File: config.mk
export PLATFORM = sky130hd
export DESIGN_NAME = tcc_top
export DESIGN_NICKNAME = d
export VERILOG_FILES = /design/src/verilog/tcc_pkg.sv /design/src/verilog/tcc_capture.sv /design/src/verilog/tcc_top.sv
export VERILOG_INCLUDE_DIRS = /design/src /design/src/verilog
export SDC_FILE = /design/constraint.sdc
export NUM_CORES = 1
export LEC_CHECK = 0
export BUFFER_PORTS_ARGS = -buffer_cell sky130_fd_sc_hd__buf_2
export CAP_MARGIN = 10
export CORE_ASPECT_RATIO = 0.9
export CORE_MARGIN = 10
export CORE_UTILIZATION = 45
export DETAILED_ROUTE_END_ITERATION = 8
export GPL_TIMING_DRIVEN = 0
export SKIP_LAST_GASP = 1
export SLEW_MARGIN = 10
export SYNTH_ARGS = -nofsm -noshare
export SYNTH_HDL_FRONTEND = slang
export SYNTH_SLANG_ARGS = --single-unit
File: constraint.sdc
create_clock -name CLK -period 2.61 [get_ports CLK]
set_input_delay 0.522 -clock CLK [delete_from_list [all_inputs] [get_ports CLK]]
set_output_delay 0.522 -clock CLK [all_outputs]
set_load 0.005 [all_outputs]
File: src/verilog/tcc_params.svh
// named offsets, bit positions, reset values and counts for the timer capture/compare block
`ifndef TCC_PARAMS_SVH
`define TCC_PARAMS_SVH

// ****************************************
// data width, reset word and event mask
// ****************************************
`define TCC_DW 16
`define TCC_RST_WORD 16'h0000
`define TCC_EVT_MASK 16'h7f7f

// ****************************************
// register offsets
// ****************************************
`define TCC_OFF_T2_COUNT 16'h4580
`define TCC_OFF_CAPA 16'h4582
`define TCC_OFF_CAPB 16'h4584
`define TCC_OFF_CMPA 16'h4588
`define TCC_OFF_CMPB 16'h458a
`define TCC_OFF_CMPCFGA 16'h458e
`define TCC_OFF_CMPCFGB 16'h4590
`define TCC_OFF_CAPCFGA 16'h4592
`define TCC_OFF_CAPCFGB 16'h4594
`define TCC_OFF_IRQ_FLAG 16'h4614
`define TCC_OFF_IRQ_EN 16'h462c

// ****************************************
// field positions
// ****************************************
`define TCC_CMP_EN_BIT 15
`define TCC_CMP_INV_BIT 4
`define TCC_CMP_MODE_HI 3
`define TCC_CMP_MODE_LO 0
`define TCC_CAP_FILT_BIT 8
`define TCC_CAP_EDGE_HI 6
`define TCC_CAP_EDGE_LO 5
`define TCC_T1_EVT_HI 6
`define TCC_T1_EVT_LO 0
`define TCC_T2_EVT_HI 14
`define TCC_T2_EVT_LO 8

// ****************************************
// event positions inside one timer group
// ****************************************
`define TCC_EV_OVF 0
`define TCC_EV_CMPA 1
`define TCC_EV_CMPB 2
`define TCC_EV_ZERO 3
`define TCC_EV_TOP 4
`define TCC_EV_CAPA 5
`define TCC_EV_CAPB 6

// ****************************************
// capture input filter
// ****************************************
`define TCC_FILT_LEN_DEF 4
`define TCC_FILT_LEN_MIN 2
`define TCC_FILT_LEN_MAX 16

`endif

File: src/verilog/tcc_pkg.sv
// types shared by the timer capture/compare block
package tcc_pkg;

    // ****************************************
    // enumerations
    // ****************************************
    typedef enum logic [1:0] {
        TCC_EDGE_OFF = 2'h0,
        TCC_EDGE_RISE = 2'h1,
        TCC_EDGE_FALL = 2'h2,
        TCC_EDGE_BOTH = 2'h3
    } tcc_edge_t;

    typedef enum logic [3:0] {
        TCC_MODE_HOLD = 4'h0,
        TCC_MODE_SET = 4'h1,
        TCC_MODE_CLEAR = 4'h2,
        TCC_MODE_TOGGLE = 4'h3
    } tcc_mode_t;

    // ****************************************
    // carriers
    // ****************************************
    typedef struct packed {
        logic en;
        logic inv;
        logic [3:0] mode;
    } tcc_cmp_cfg_t;

    typedef struct packed {
        logic filt;
        logic [1:0] edge_sel;
    } tcc_cap_cfg_t;

    typedef struct packed {
        logic [15:0] addr;
        logic [15:0] wdata;
        logic wr;
        logic rd;
    } tcc_bus_req_t;

    typedef struct packed {
        logic top;
        logic zero;
        logic overflow;
    } tcc_core_evt_t;

    typedef struct packed {
        logic out;
        logic oe_b;
    } tcc_pin_t;

endpackage : tcc_pkg

File: src/verilog/tcc_capture.sv
// one capture channel: optional input filter, edge select and count latch
`timescale 1ns/10ps
`include "tcc_params.svh"

module tcc_capture #(
    parameter int FILT_LEN = `TCC_FILT_LEN_DEF
)
(
    input wire logic clk,
    input wire logic rst_b,
    input wire logic pin,
    input wire tcc_pkg::tcc_cap_cfg_t cfg,
    input wire logic [`TCC_DW-1:0] count,
    output logic [`TCC_DW-1:0] value,
    output logic event_pulse
);
    import tcc_pkg::*;

    if (FILT_LEN < `TCC_FILT_LEN_MIN || FILT_LEN > `TCC_FILT_LEN_MAX)
    begin : g_bad_len
        $error("tcc_capture: FILT_LEN out of range");
    end

    // ****************************************
    // edge qualification
    // ****************************************
    function automatic logic edge_hit(input logic [1:0] sel, input logic rise, input logic fall);
        edge_hit = ((sel == TCC_EDGE_RISE) && rise) || ((sel == TCC_EDGE_FALL) && fall) ||
                   ((sel == TCC_EDGE_BOTH) && (rise || fall));
    endfunction : edge_hit

    logic [FILT_LEN-1:0] hist;
    logic filt_level;
    logic prev_level;

    wire all_high = &hist;
    wire all_low = ~|hist;
    // filtered level moves only after FILT_LEN equal samples
    wire next_filt_level = all_high ? 1'b1 : (all_low ? 1'b0 : filt_level);
    wire level = cfg.filt ? filt_level : pin;
    wire rise = level && !prev_level;
    wire fall = !level && prev_level;
    wire hit = edge_hit(cfg.edge_sel, rise, fall);

    always_ff @(posedge clk or negedge rst_b)
    begin
        if (!rst_b)
        begin
            hist <= '0;
            filt_level <= 1'b0;
            prev_level <= 1'b0;
            value <= `TCC_RST_WORD;
            event_pulse <= 1'b0;
        end
        else
        begin
            hist <= {hist[FILT_LEN-2:0], pin};
            filt_level <= next_filt_level;
            prev_level <= level;
            value <= hit ? count : value;
            event_pulse <= hit;
        end
    end
endmodule : tcc_capture

File: src/verilog/tcc_top.sv
// timer 2 capture/compare registers, compare outputs, capture inputs and shared event enables
// ****************************************
// ****************************************
`timescale 1ns/10ps
`include "tcc_params.svh"

module tcc_top #(
    parameter int FILT_LEN = `TCC_FILT_LEN_DEF
)
(
    input wire logic CLK,
    input wire logic RST_B,
    input wire tcc_pkg::tcc_bus_req_t BUS_REQ,
    output logic [`TCC_DW-1:0] BUS_RDATA,
    input wire logic [`TCC_DW-1:0] T2_COUNT,
    output logic T2_COUNT_LOAD,
    output logic [`TCC_DW-1:0] T2_COUNT_LOAD_VALUE,
    input wire tcc_pkg::tcc_core_evt_t T2_CORE_EVENTS,
    input wire logic [`TCC_T1_EVT_HI:`TCC_T1_EVT_LO] T1_EVENTS,
    input wire logic CAPA_IN,
    input wire logic CAPB_IN,
    output tcc_pkg::tcc_pin_t CMPA_PIN,
    output tcc_pkg::tcc_pin_t CMPB_PIN,
    output logic IRQ
);
    import tcc_pkg::*;

    // ****************************************
    // helpers
    // ****************************************
    function automatic tcc_cmp_cfg_t cmp_cfg_of(input logic [`TCC_DW-1:0] w);
        cmp_cfg_of.en = w[`TCC_CMP_EN_BIT];
        cmp_cfg_of.inv = w[`TCC_CMP_INV_BIT];
        cmp_cfg_of.mode = w[`TCC_CMP_MODE_HI:`TCC_CMP_MODE_LO];
    endfunction : cmp_cfg_of

    function automatic logic [`TCC_DW-1:0] cmp_word(input tcc_cmp_cfg_t c);
        cmp_word = `TCC_RST_WORD;
        cmp_word[`TCC_CMP_EN_BIT] = c.en;
        cmp_word[`TCC_CMP_INV_BIT] = c.inv;
        cmp_word[`TCC_CMP_MODE_HI:`TCC_CMP_MODE_LO] = c.mode;
    endfunction : cmp_word

    function automatic tcc_cap_cfg_t cap_cfg_of(input logic [`TCC_DW-1:0] w);
        cap_cfg_of.filt = w[`TCC_CAP_FILT_BIT];
        cap_cfg_of.edge_sel = w[`TCC_CAP_EDGE_HI:`TCC_CAP_EDGE_LO];
    endfunction : cap_cfg_of

    function automatic logic [`TCC_DW-1:0] cap_word(input tcc_cap_cfg_t c);
        cap_word = `TCC_RST_WORD;
        cap_word[`TCC_CAP_FILT_BIT] = c.filt;
        cap_word[`TCC_CAP_EDGE_HI:`TCC_CAP_EDGE_LO] = c.edge_sel;
    endfunction : cap_word

    // match fires once, on the cycle the count arrives at the threshold
    function automatic logic cmp_hit(input logic [`TCC_DW-1:0] cnt, input logic [`TCC_DW-1:0] prev,
                                     input logic [`TCC_DW-1:0] thr);
        cmp_hit = (cnt == thr) && (cnt != prev);
    endfunction : cmp_hit

    function automatic logic next_level(input logic [3:0] mode, input logic lev, input logic hit);
        case (mode)
            TCC_MODE_SET: next_level = hit ? 1'b1 : lev;
            TCC_MODE_CLEAR: next_level = hit ? 1'b0 : lev;
            TCC_MODE_TOGGLE: next_level = hit ? !lev : lev;
            default: next_level = lev;
        endcase
    endfunction : next_level

    // ****************************************
    // registers
    // ****************************************
    logic [`TCC_DW-1:0] cmp_thr_a;
    logic [`TCC_DW-1:0] cmp_thr_b;
    tcc_cmp_cfg_t cmp_cfg_a;
    tcc_cmp_cfg_t cmp_cfg_b;
    tcc_cap_cfg_t cap_cfg_a;
    tcc_cap_cfg_t cap_cfg_b;
    logic [`TCC_DW-1:0] irq_en;
    logic [`TCC_DW-1:0] irq_flag;
    logic [`TCC_DW-1:0] prev_count;
    logic lev_a;
    logic lev_b;
    logic [`TCC_DW-1:0] cap_val_a;
    logic [`TCC_DW-1:0] cap_val_b;
    logic capa_evt;
    logic capb_evt;

    // ****************************************
    // address decode
    // ****************************************
    wire wr = BUS_REQ.wr;
    wire [`TCC_DW-1:0] wd = BUS_REQ.wdata;
    wire sel_cnt = BUS_REQ.addr == `TCC_OFF_T2_COUNT;
    wire sel_capa = BUS_REQ.addr == `TCC_OFF_CAPA;
    wire sel_capb = BUS_REQ.addr == `TCC_OFF_CAPB;
    wire sel_cmpa = BUS_REQ.addr == `TCC_OFF_CMPA;
    wire sel_cmpb = BUS_REQ.addr == `TCC_OFF_CMPB;
    wire sel_cmpcfga = BUS_REQ.addr == `TCC_OFF_CMPCFGA;
    wire sel_cmpcfgb = BUS_REQ.addr == `TCC_OFF_CMPCFGB;
    wire sel_capcfga = BUS_REQ.addr == `TCC_OFF_CAPCFGA;
    wire sel_capcfgb = BUS_REQ.addr == `TCC_OFF_CAPCFGB;
    wire sel_flag = BUS_REQ.addr == `TCC_OFF_IRQ_FLAG;
    wire sel_en = BUS_REQ.addr == `TCC_OFF_IRQ_EN;

    wire [`TCC_DW-1:0] rd_mux =
        sel_cnt ? T2_COUNT :
        sel_capa ? cap_val_a :
        sel_capb ? cap_val_b :
        sel_cmpa ? cmp_thr_a :
        sel_cmpb ? cmp_thr_b :
        sel_cmpcfga ? cmp_word(cmp_cfg_a) :
        sel_cmpcfgb ? cmp_word(cmp_cfg_b) :
        sel_capcfga ? cap_word(cap_cfg_a) :
        sel_capcfgb ? cap_word(cap_cfg_b) :
        sel_flag ? irq_flag :
        sel_en ? irq_en : `TCC_RST_WORD;

    // ****************************************
    // compare channels
    // ****************************************
    wire match_a = cmp_hit(T2_COUNT, prev_count, cmp_thr_a);
    wire match_b = cmp_hit(T2_COUNT, prev_count, cmp_thr_b);
    wire next_lev_a = next_level(cmp_cfg_a.mode, lev_a, match_a);
    wire next_lev_b = next_level(cmp_cfg_b.mode, lev_b, match_b);

    // ****************************************
    // capture channels
    // ****************************************
    tcc_capture #(.FILT_LEN(FILT_LEN)) u_cap_a (
        .clk(CLK),
        .rst_b(RST_B),
        .pin(CAPA_IN),
        .cfg(cap_cfg_a),
        .count(T2_COUNT),
        .value(cap_val_a),
        .event_pulse(capa_evt)
    );

    tcc_capture #(.FILT_LEN(FILT_LEN)) u_cap_b (
        .clk(CLK),
        .rst_b(RST_B),
        .pin(CAPB_IN),
        .cfg(cap_cfg_b),
        .count(T2_COUNT),
        .value(cap_val_b),
        .event_pulse(capb_evt)
    );

    // ****************************************
    // event flags and request
    // ****************************************
    logic [`TCC_T2_EVT_HI-`TCC_T2_EVT_LO:0] t2_evt;
    always_comb
    begin
        t2_evt = '0;
        t2_evt[`TCC_EV_OVF] = T2_CORE_EVENTS.overflow;
        t2_evt[`TCC_EV_CMPA] = match_a;
        t2_evt[`TCC_EV_CMPB] = match_b;
        t2_evt[`TCC_EV_ZERO] = T2_CORE_EVENTS.zero;
        t2_evt[`TCC_EV_TOP] = T2_CORE_EVENTS.top;
        t2_evt[`TCC_EV_CAPA] = capa_evt;
        t2_evt[`TCC_EV_CAPB] = capb_evt;
    end

    wire [`TCC_DW-1:0] evt_set = {1'b0, t2_evt, 1'b0, T1_EVENTS};
    wire [`TCC_DW-1:0] evt_clr = (wr && sel_flag) ? wd : `TCC_RST_WORD;
    // set wins over a write-one-to-clear in the same cycle
    wire [`TCC_DW-1:0] next_irq_flag = ((irq_flag & ~evt_clr) | evt_set) & `TCC_EVT_MASK;

    assign IRQ = |(irq_flag & irq_en);

    // ****************************************
    // register updates
    // ****************************************
    always_ff @(posedge CLK or negedge RST_B)
    begin
        if (!RST_B)
        begin
            cmp_thr_a <= `TCC_RST_WORD;
            cmp_thr_b <= `TCC_RST_WORD;
            cmp_cfg_a <= '0;
            cmp_cfg_b <= '0;
            cap_cfg_a <= '0;
            cap_cfg_b <= '0;
            irq_en <= `TCC_RST_WORD;
            irq_flag <= `TCC_RST_WORD;
        end
        else
        begin
            cmp_thr_a <= (wr && sel_cmpa) ? wd : cmp_thr_a;
            cmp_thr_b <= (wr && sel_cmpb) ? wd : cmp_thr_b;
            cmp_cfg_a <= (wr && sel_cmpcfga) ? cmp_cfg_of(wd) : cmp_cfg_a;
            cmp_cfg_b <= (wr && sel_cmpcfgb) ? cmp_cfg_of(wd) : cmp_cfg_b;
            cap_cfg_a <= (wr && sel_capcfga) ? cap_cfg_of(wd) : cap_cfg_a;
            cap_cfg_b <= (wr && sel_capcfgb) ? cap_cfg_of(wd) : cap_cfg_b;
            irq_en <= (wr && sel_en) ? (wd & `TCC_EVT_MASK) : irq_en;
            irq_flag <= next_irq_flag;
        end
    end

    always_ff @(posedge CLK or negedge RST_B)
    begin
        if (!RST_B)
        begin
            prev_count <= `TCC_RST_WORD;
            lev_a <= 1'b0;
            lev_b <= 1'b0;
            CMPA_PIN <= '{out: 1'b0, oe_b: 1'b1};
            CMPB_PIN <= '{out: 1'b0, oe_b: 1'b1};
        end
        else
        begin
            prev_count <= T2_COUNT;
            lev_a <= next_lev_a;
            lev_b <= next_lev_b;
            CMPA_PIN <= '{out: next_lev_a ^ cmp_cfg_a.inv, oe_b: !cmp_cfg_a.en};
            CMPB_PIN <= '{out: next_lev_b ^ cmp_cfg_b.inv, oe_b: !cmp_cfg_b.en};
        end
    end

    always_ff @(posedge CLK or negedge RST_B)
    begin
        if (!RST_B)
        begin
            BUS_RDATA <= `TCC_RST_WORD;
            T2_COUNT_LOAD <= 1'b0;
            T2_COUNT_LOAD_VALUE <= `TCC_RST_WORD;
        end
        else
        begin
            BUS_RDATA <= BUS_REQ.rd ? rd_mux : `TCC_RST_WORD;
            T2_COUNT_LOAD <= wr && sel_cnt;
            T2_COUNT_LOAD_VALUE <= (wr && sel_cnt) ? wd : T2_COUNT_LOAD_VALUE;
        end
    end
endmodule : tcc_top
==> flow_summary.toml <==
[global_routing]
antenna_found_initial = 0
grt_overflow = 0
grt_pass1_vias = 6941
grt_max_degree = 100
grt_pass1_wl_um = 41390
grt_use_total_pct = 21.39

[floorplan]
start_util_pct = 46.30
ios = 102
rows = 47
die-area_sq_um = 25060
die_width_um = 165.8
core-area_sq_um = 18580
die_y_um = 151.2

[synthesis]
netlist_instances = 737
seq_area_frac_synth_pct = 52.09
synth-async-reset-ratio_pct = 100.0
syn_area_sq_um = 8605
ys_ff_latch = 179
synth_edf_count = 0
yosysUniqueCellTypes = 61
ys.flop_type = "dfrtp_1"
syn_nets = 809
syn_avg_cell_area_sq_um = 11.68
yosys_warnings = 0

[worst_setup_path]
r2r_end = "CMPB_PIN[1]"
required_ns = 2.97
critPathArrivalTime_ns = 2.90
crit_type = "in2reg"
endpoint_kind = "flip-flop"
rrSetupSlack_ns = 0.09
r2r-start = "prev_count[5]"
critPathLaunchType = "primary input"
cpPeakStageDelay_ns = 0.44
cp_top_family = "simple AND/OR/NAND/NOR gates"
reg2regPathDepth = 11
endpoint = "CMPB_PIN[1]"
crit_start = "T2_COUNT[5]"
cp_max_fo = 6
cp_common_cell = "xor2_1"
crit_slowest_cell = "nor4_2"
cp.depth = 13
path_cells = "buf_2 -> clkbuf_4 -> xor2_1 -> nor4_2 -> nand4_1 -> buf_4 -> nand2_2 -> ha_1 -> inv_1 -> mux2i_1 -> a21oi_1 -> o32ai_2 -> xor2_1"
worst-path-buf-inv = 4

[cts]
htree_levels = 4
ctsHoldBuffers = 0
numCtsBuffers = 17
clockBufferDepth = 2
cts_tree = "done"
cts_root_buf = "clkbuf_16"
clock-sinks = 179
clk_latency_ns = 0.44
path_clk_slew_ns = 0.07

[timing]
fmaxAchievable_ghz = 0.3945
finalSetupViolCount = 0
worst_slack_ns = 0.07544
fin_crit_sh_pct = 97.11
hold_violations = 0
finalClockSkew_ns = 0.006562
setup_tns_ns = 0
slew_viol_final = 0
tightest_slew_ns = 1.030
slew_headroom_pct = 30.81
fin_crit_ns = 2.535

[routing]
drcViolationCount = 0
first_pass_iters = 6
via_count = 6704
final_antenna_net_count = 0
routedWlPerCell_um = 24.02
wl_um = 26950
dr.first_iter.drc_count = 630
avgViaCountPerCell = 5.975

[layout]
syn2layout_area_growth_pct = 19.46
drive_gt1_share_pct = 36.37
fill_cells = 1626
diodes = 0
seqCellArea_sq_um = 4482
mostFrequentLayoutCells = "dfrtp_1 (177), mux2_2 (116), buf_2 (105)"
multi_input_area_sq_um = 3975
fin_nets = 936
layout_commonest_cell = "dfrtp_1"

[place]
place_ws_ns = -0.8769
routabilityCongestion = 0.9505
place_hpwl_um = 20170
port_buffers = 97

[power]
leakage_nw = 4.830
power_density_nw_per_um2 = 577.9
peakVddDrop_v = 0.0004379

[flow_run]
max-cap-violations = 0

[outcome]
status = "finished clean"

[min_path]
hp-class = "in2async"
==> Yosys cell counts, types with 3 or more instances <==
library cell / n / share of area (%)
dfrtp_1: 177 / 51
mux2_2: 116 / 15
nand2_1: 50 / 2.2
a21oi_1: 37 / 2.2
clkbuf_1: 32 / 1.4
xnor2_1: 32 / 3.3
o21ai_0: 31 / 1.8
nor2_1: 27 / 1.2
xor2_1: 19 / 1.9
a21o_1: 18 / 1.6
inv_1: 17 / 0.74
nand4_1: 15 / 1.1
nor3_1: 11 / 0.64
a222oi_1: 10 / 1.2
a22oi_1: 10 / 0.87
nand3_1: 10 / 0.58
o22ai_1: 9 / 0.65
buf_2: 8 / 0.47
ha_1: 8 / 1.2
a221oi_1: 7 / 0.71
mux2i_1: 6 / 0.70
nand2b_1: 6 / 0.44
nor4_1: 6 / 0.44
buf_1: 5 / 0.22
nor2b_1: 5 / 0.36
o221a_2: 5 / 0.65
or3_1: 5 / 0.36
a22o_1: 4 / 0.41
o32ai_1: 4 / 0.41
a31oi_1: 3 / 0.22
nor4_4: 3 / 0.74
o211ai_1: 3 / 0.26
==> stage by stage <==
stage               power (mW)  hold WS (ns)  utilization, %  cells  area [sq um]
global placement         3.224        0.3643           50.57   1079          9397
finish                   5.940       0.03221           55.31   1122         10280
detailed placement       3.242        0.3677           50.79   1081          9439
floorplan                3.026        0.2264               -    737          8605
CTS                      5.971       0.07958           54.59   1116         10140
global route             6.144       0.09407           55.31   1122         10280
==> layout make-up <==
type                            count  area share (%)
Sequential cell                   179           43.60
Multi-Input combinational cell    495           38.67
Timing Repair Buffer              108           5.794
Clock buffer                       17           4.139
Tap cell                          245           2.982
Buffer                             46           2.130
Clock inverter                     15           2.057
Inverter                           17          0.6208
==> how the worst min path moves through the flow <==
stage / from / end / cells after the start
2_1_floorplan: RST_B / BUS_RDATA[0] / 0
3_3_place_gp: u_cap_b.hist[1] / u_cap_b.hist[2] / 0
3_5_place_dp: u_cap_b.hist[1] / u_cap_b.hist[2] / 0
4_1_cts: RST_B / u_cap_b.hist[2] / 1
5_1_grt: RST_B / u_cap_b.hist[2] / 1
6_report: RST_B / cap_cfg_b[1] / 1
==> worst register-to-register path, stage by stage, from the launching register on <==
cell and delay (ns):
dfrtp_1 0.38, xor2_1 0.15, nor4_2 0.44, nand4_1 0.28, buf_4 0.23, nand2_2 0.08, ha_1 0.12, inv_1 0.04
mux2i_1 0.13, a21oi_1 0.09, o32ai_2 0.32, xor2_1 0.19
==> timing repair <==
action                                  in CTS  in global routing
endpoints found under the hold margin        0                  0
endpoints found under the setup margin      37                 30
resized for setup                           16                 35
pin swaps                                    2                  8
setup buffers                                3                  6
==> power breakdown <==
part	total (mW)	switching (mW)	leakage, nW	internal (mW)
clock	2.74	1.26	0.308	1.48
sequential	2.81	0.0141	2.36	2.80
combinational	0.391	0.269	2.17	0.123
total	5.94	1.54	4.83	4.40
==> flip-flops by register name, indices dropped and copies added (netlist names), 4 cells and up <==
name,flops
BUS_RDATA,16
T2_COUNT_LOAD_VALUE,16
cmp_cfg_a,6
cmp_cfg_b,6
cmp_thr_a,16
cmp_thr_b,16
irq_en,14
irq_flag,14
prev_count,16
u_cap_a.hist,4
u_cap_a.value,16
u_cap_b.hist,4
u_cap_b.value,16
==> logic make-up (layout without fill, tap and decap cells) <==
group,Yosys count,after routing,synth area share [%]
multiplexers,122,122,15.88
buffers and inverters,63,203,2.952
AO/OA/AOI/OAI,155,155,12.24
adder cells (fa/ha/maj),8,8,1.163
AND/OR/NAND/NOR,159,159,10.48
flip-flops,179,179,52.09
XOR/XNOR,51,51,5.191
==> routing by layer <==
layer,global-route usage (%),up-vias,part of all wire [%]
met1,28.54,3435,44
li1,-,2951,-
met2,34.64,274,47
met4,6.150,0,2.0
met3,4.430,44,6.8
met5,0,-,0
Note: power is estimated with default switching activity, not from simulation.
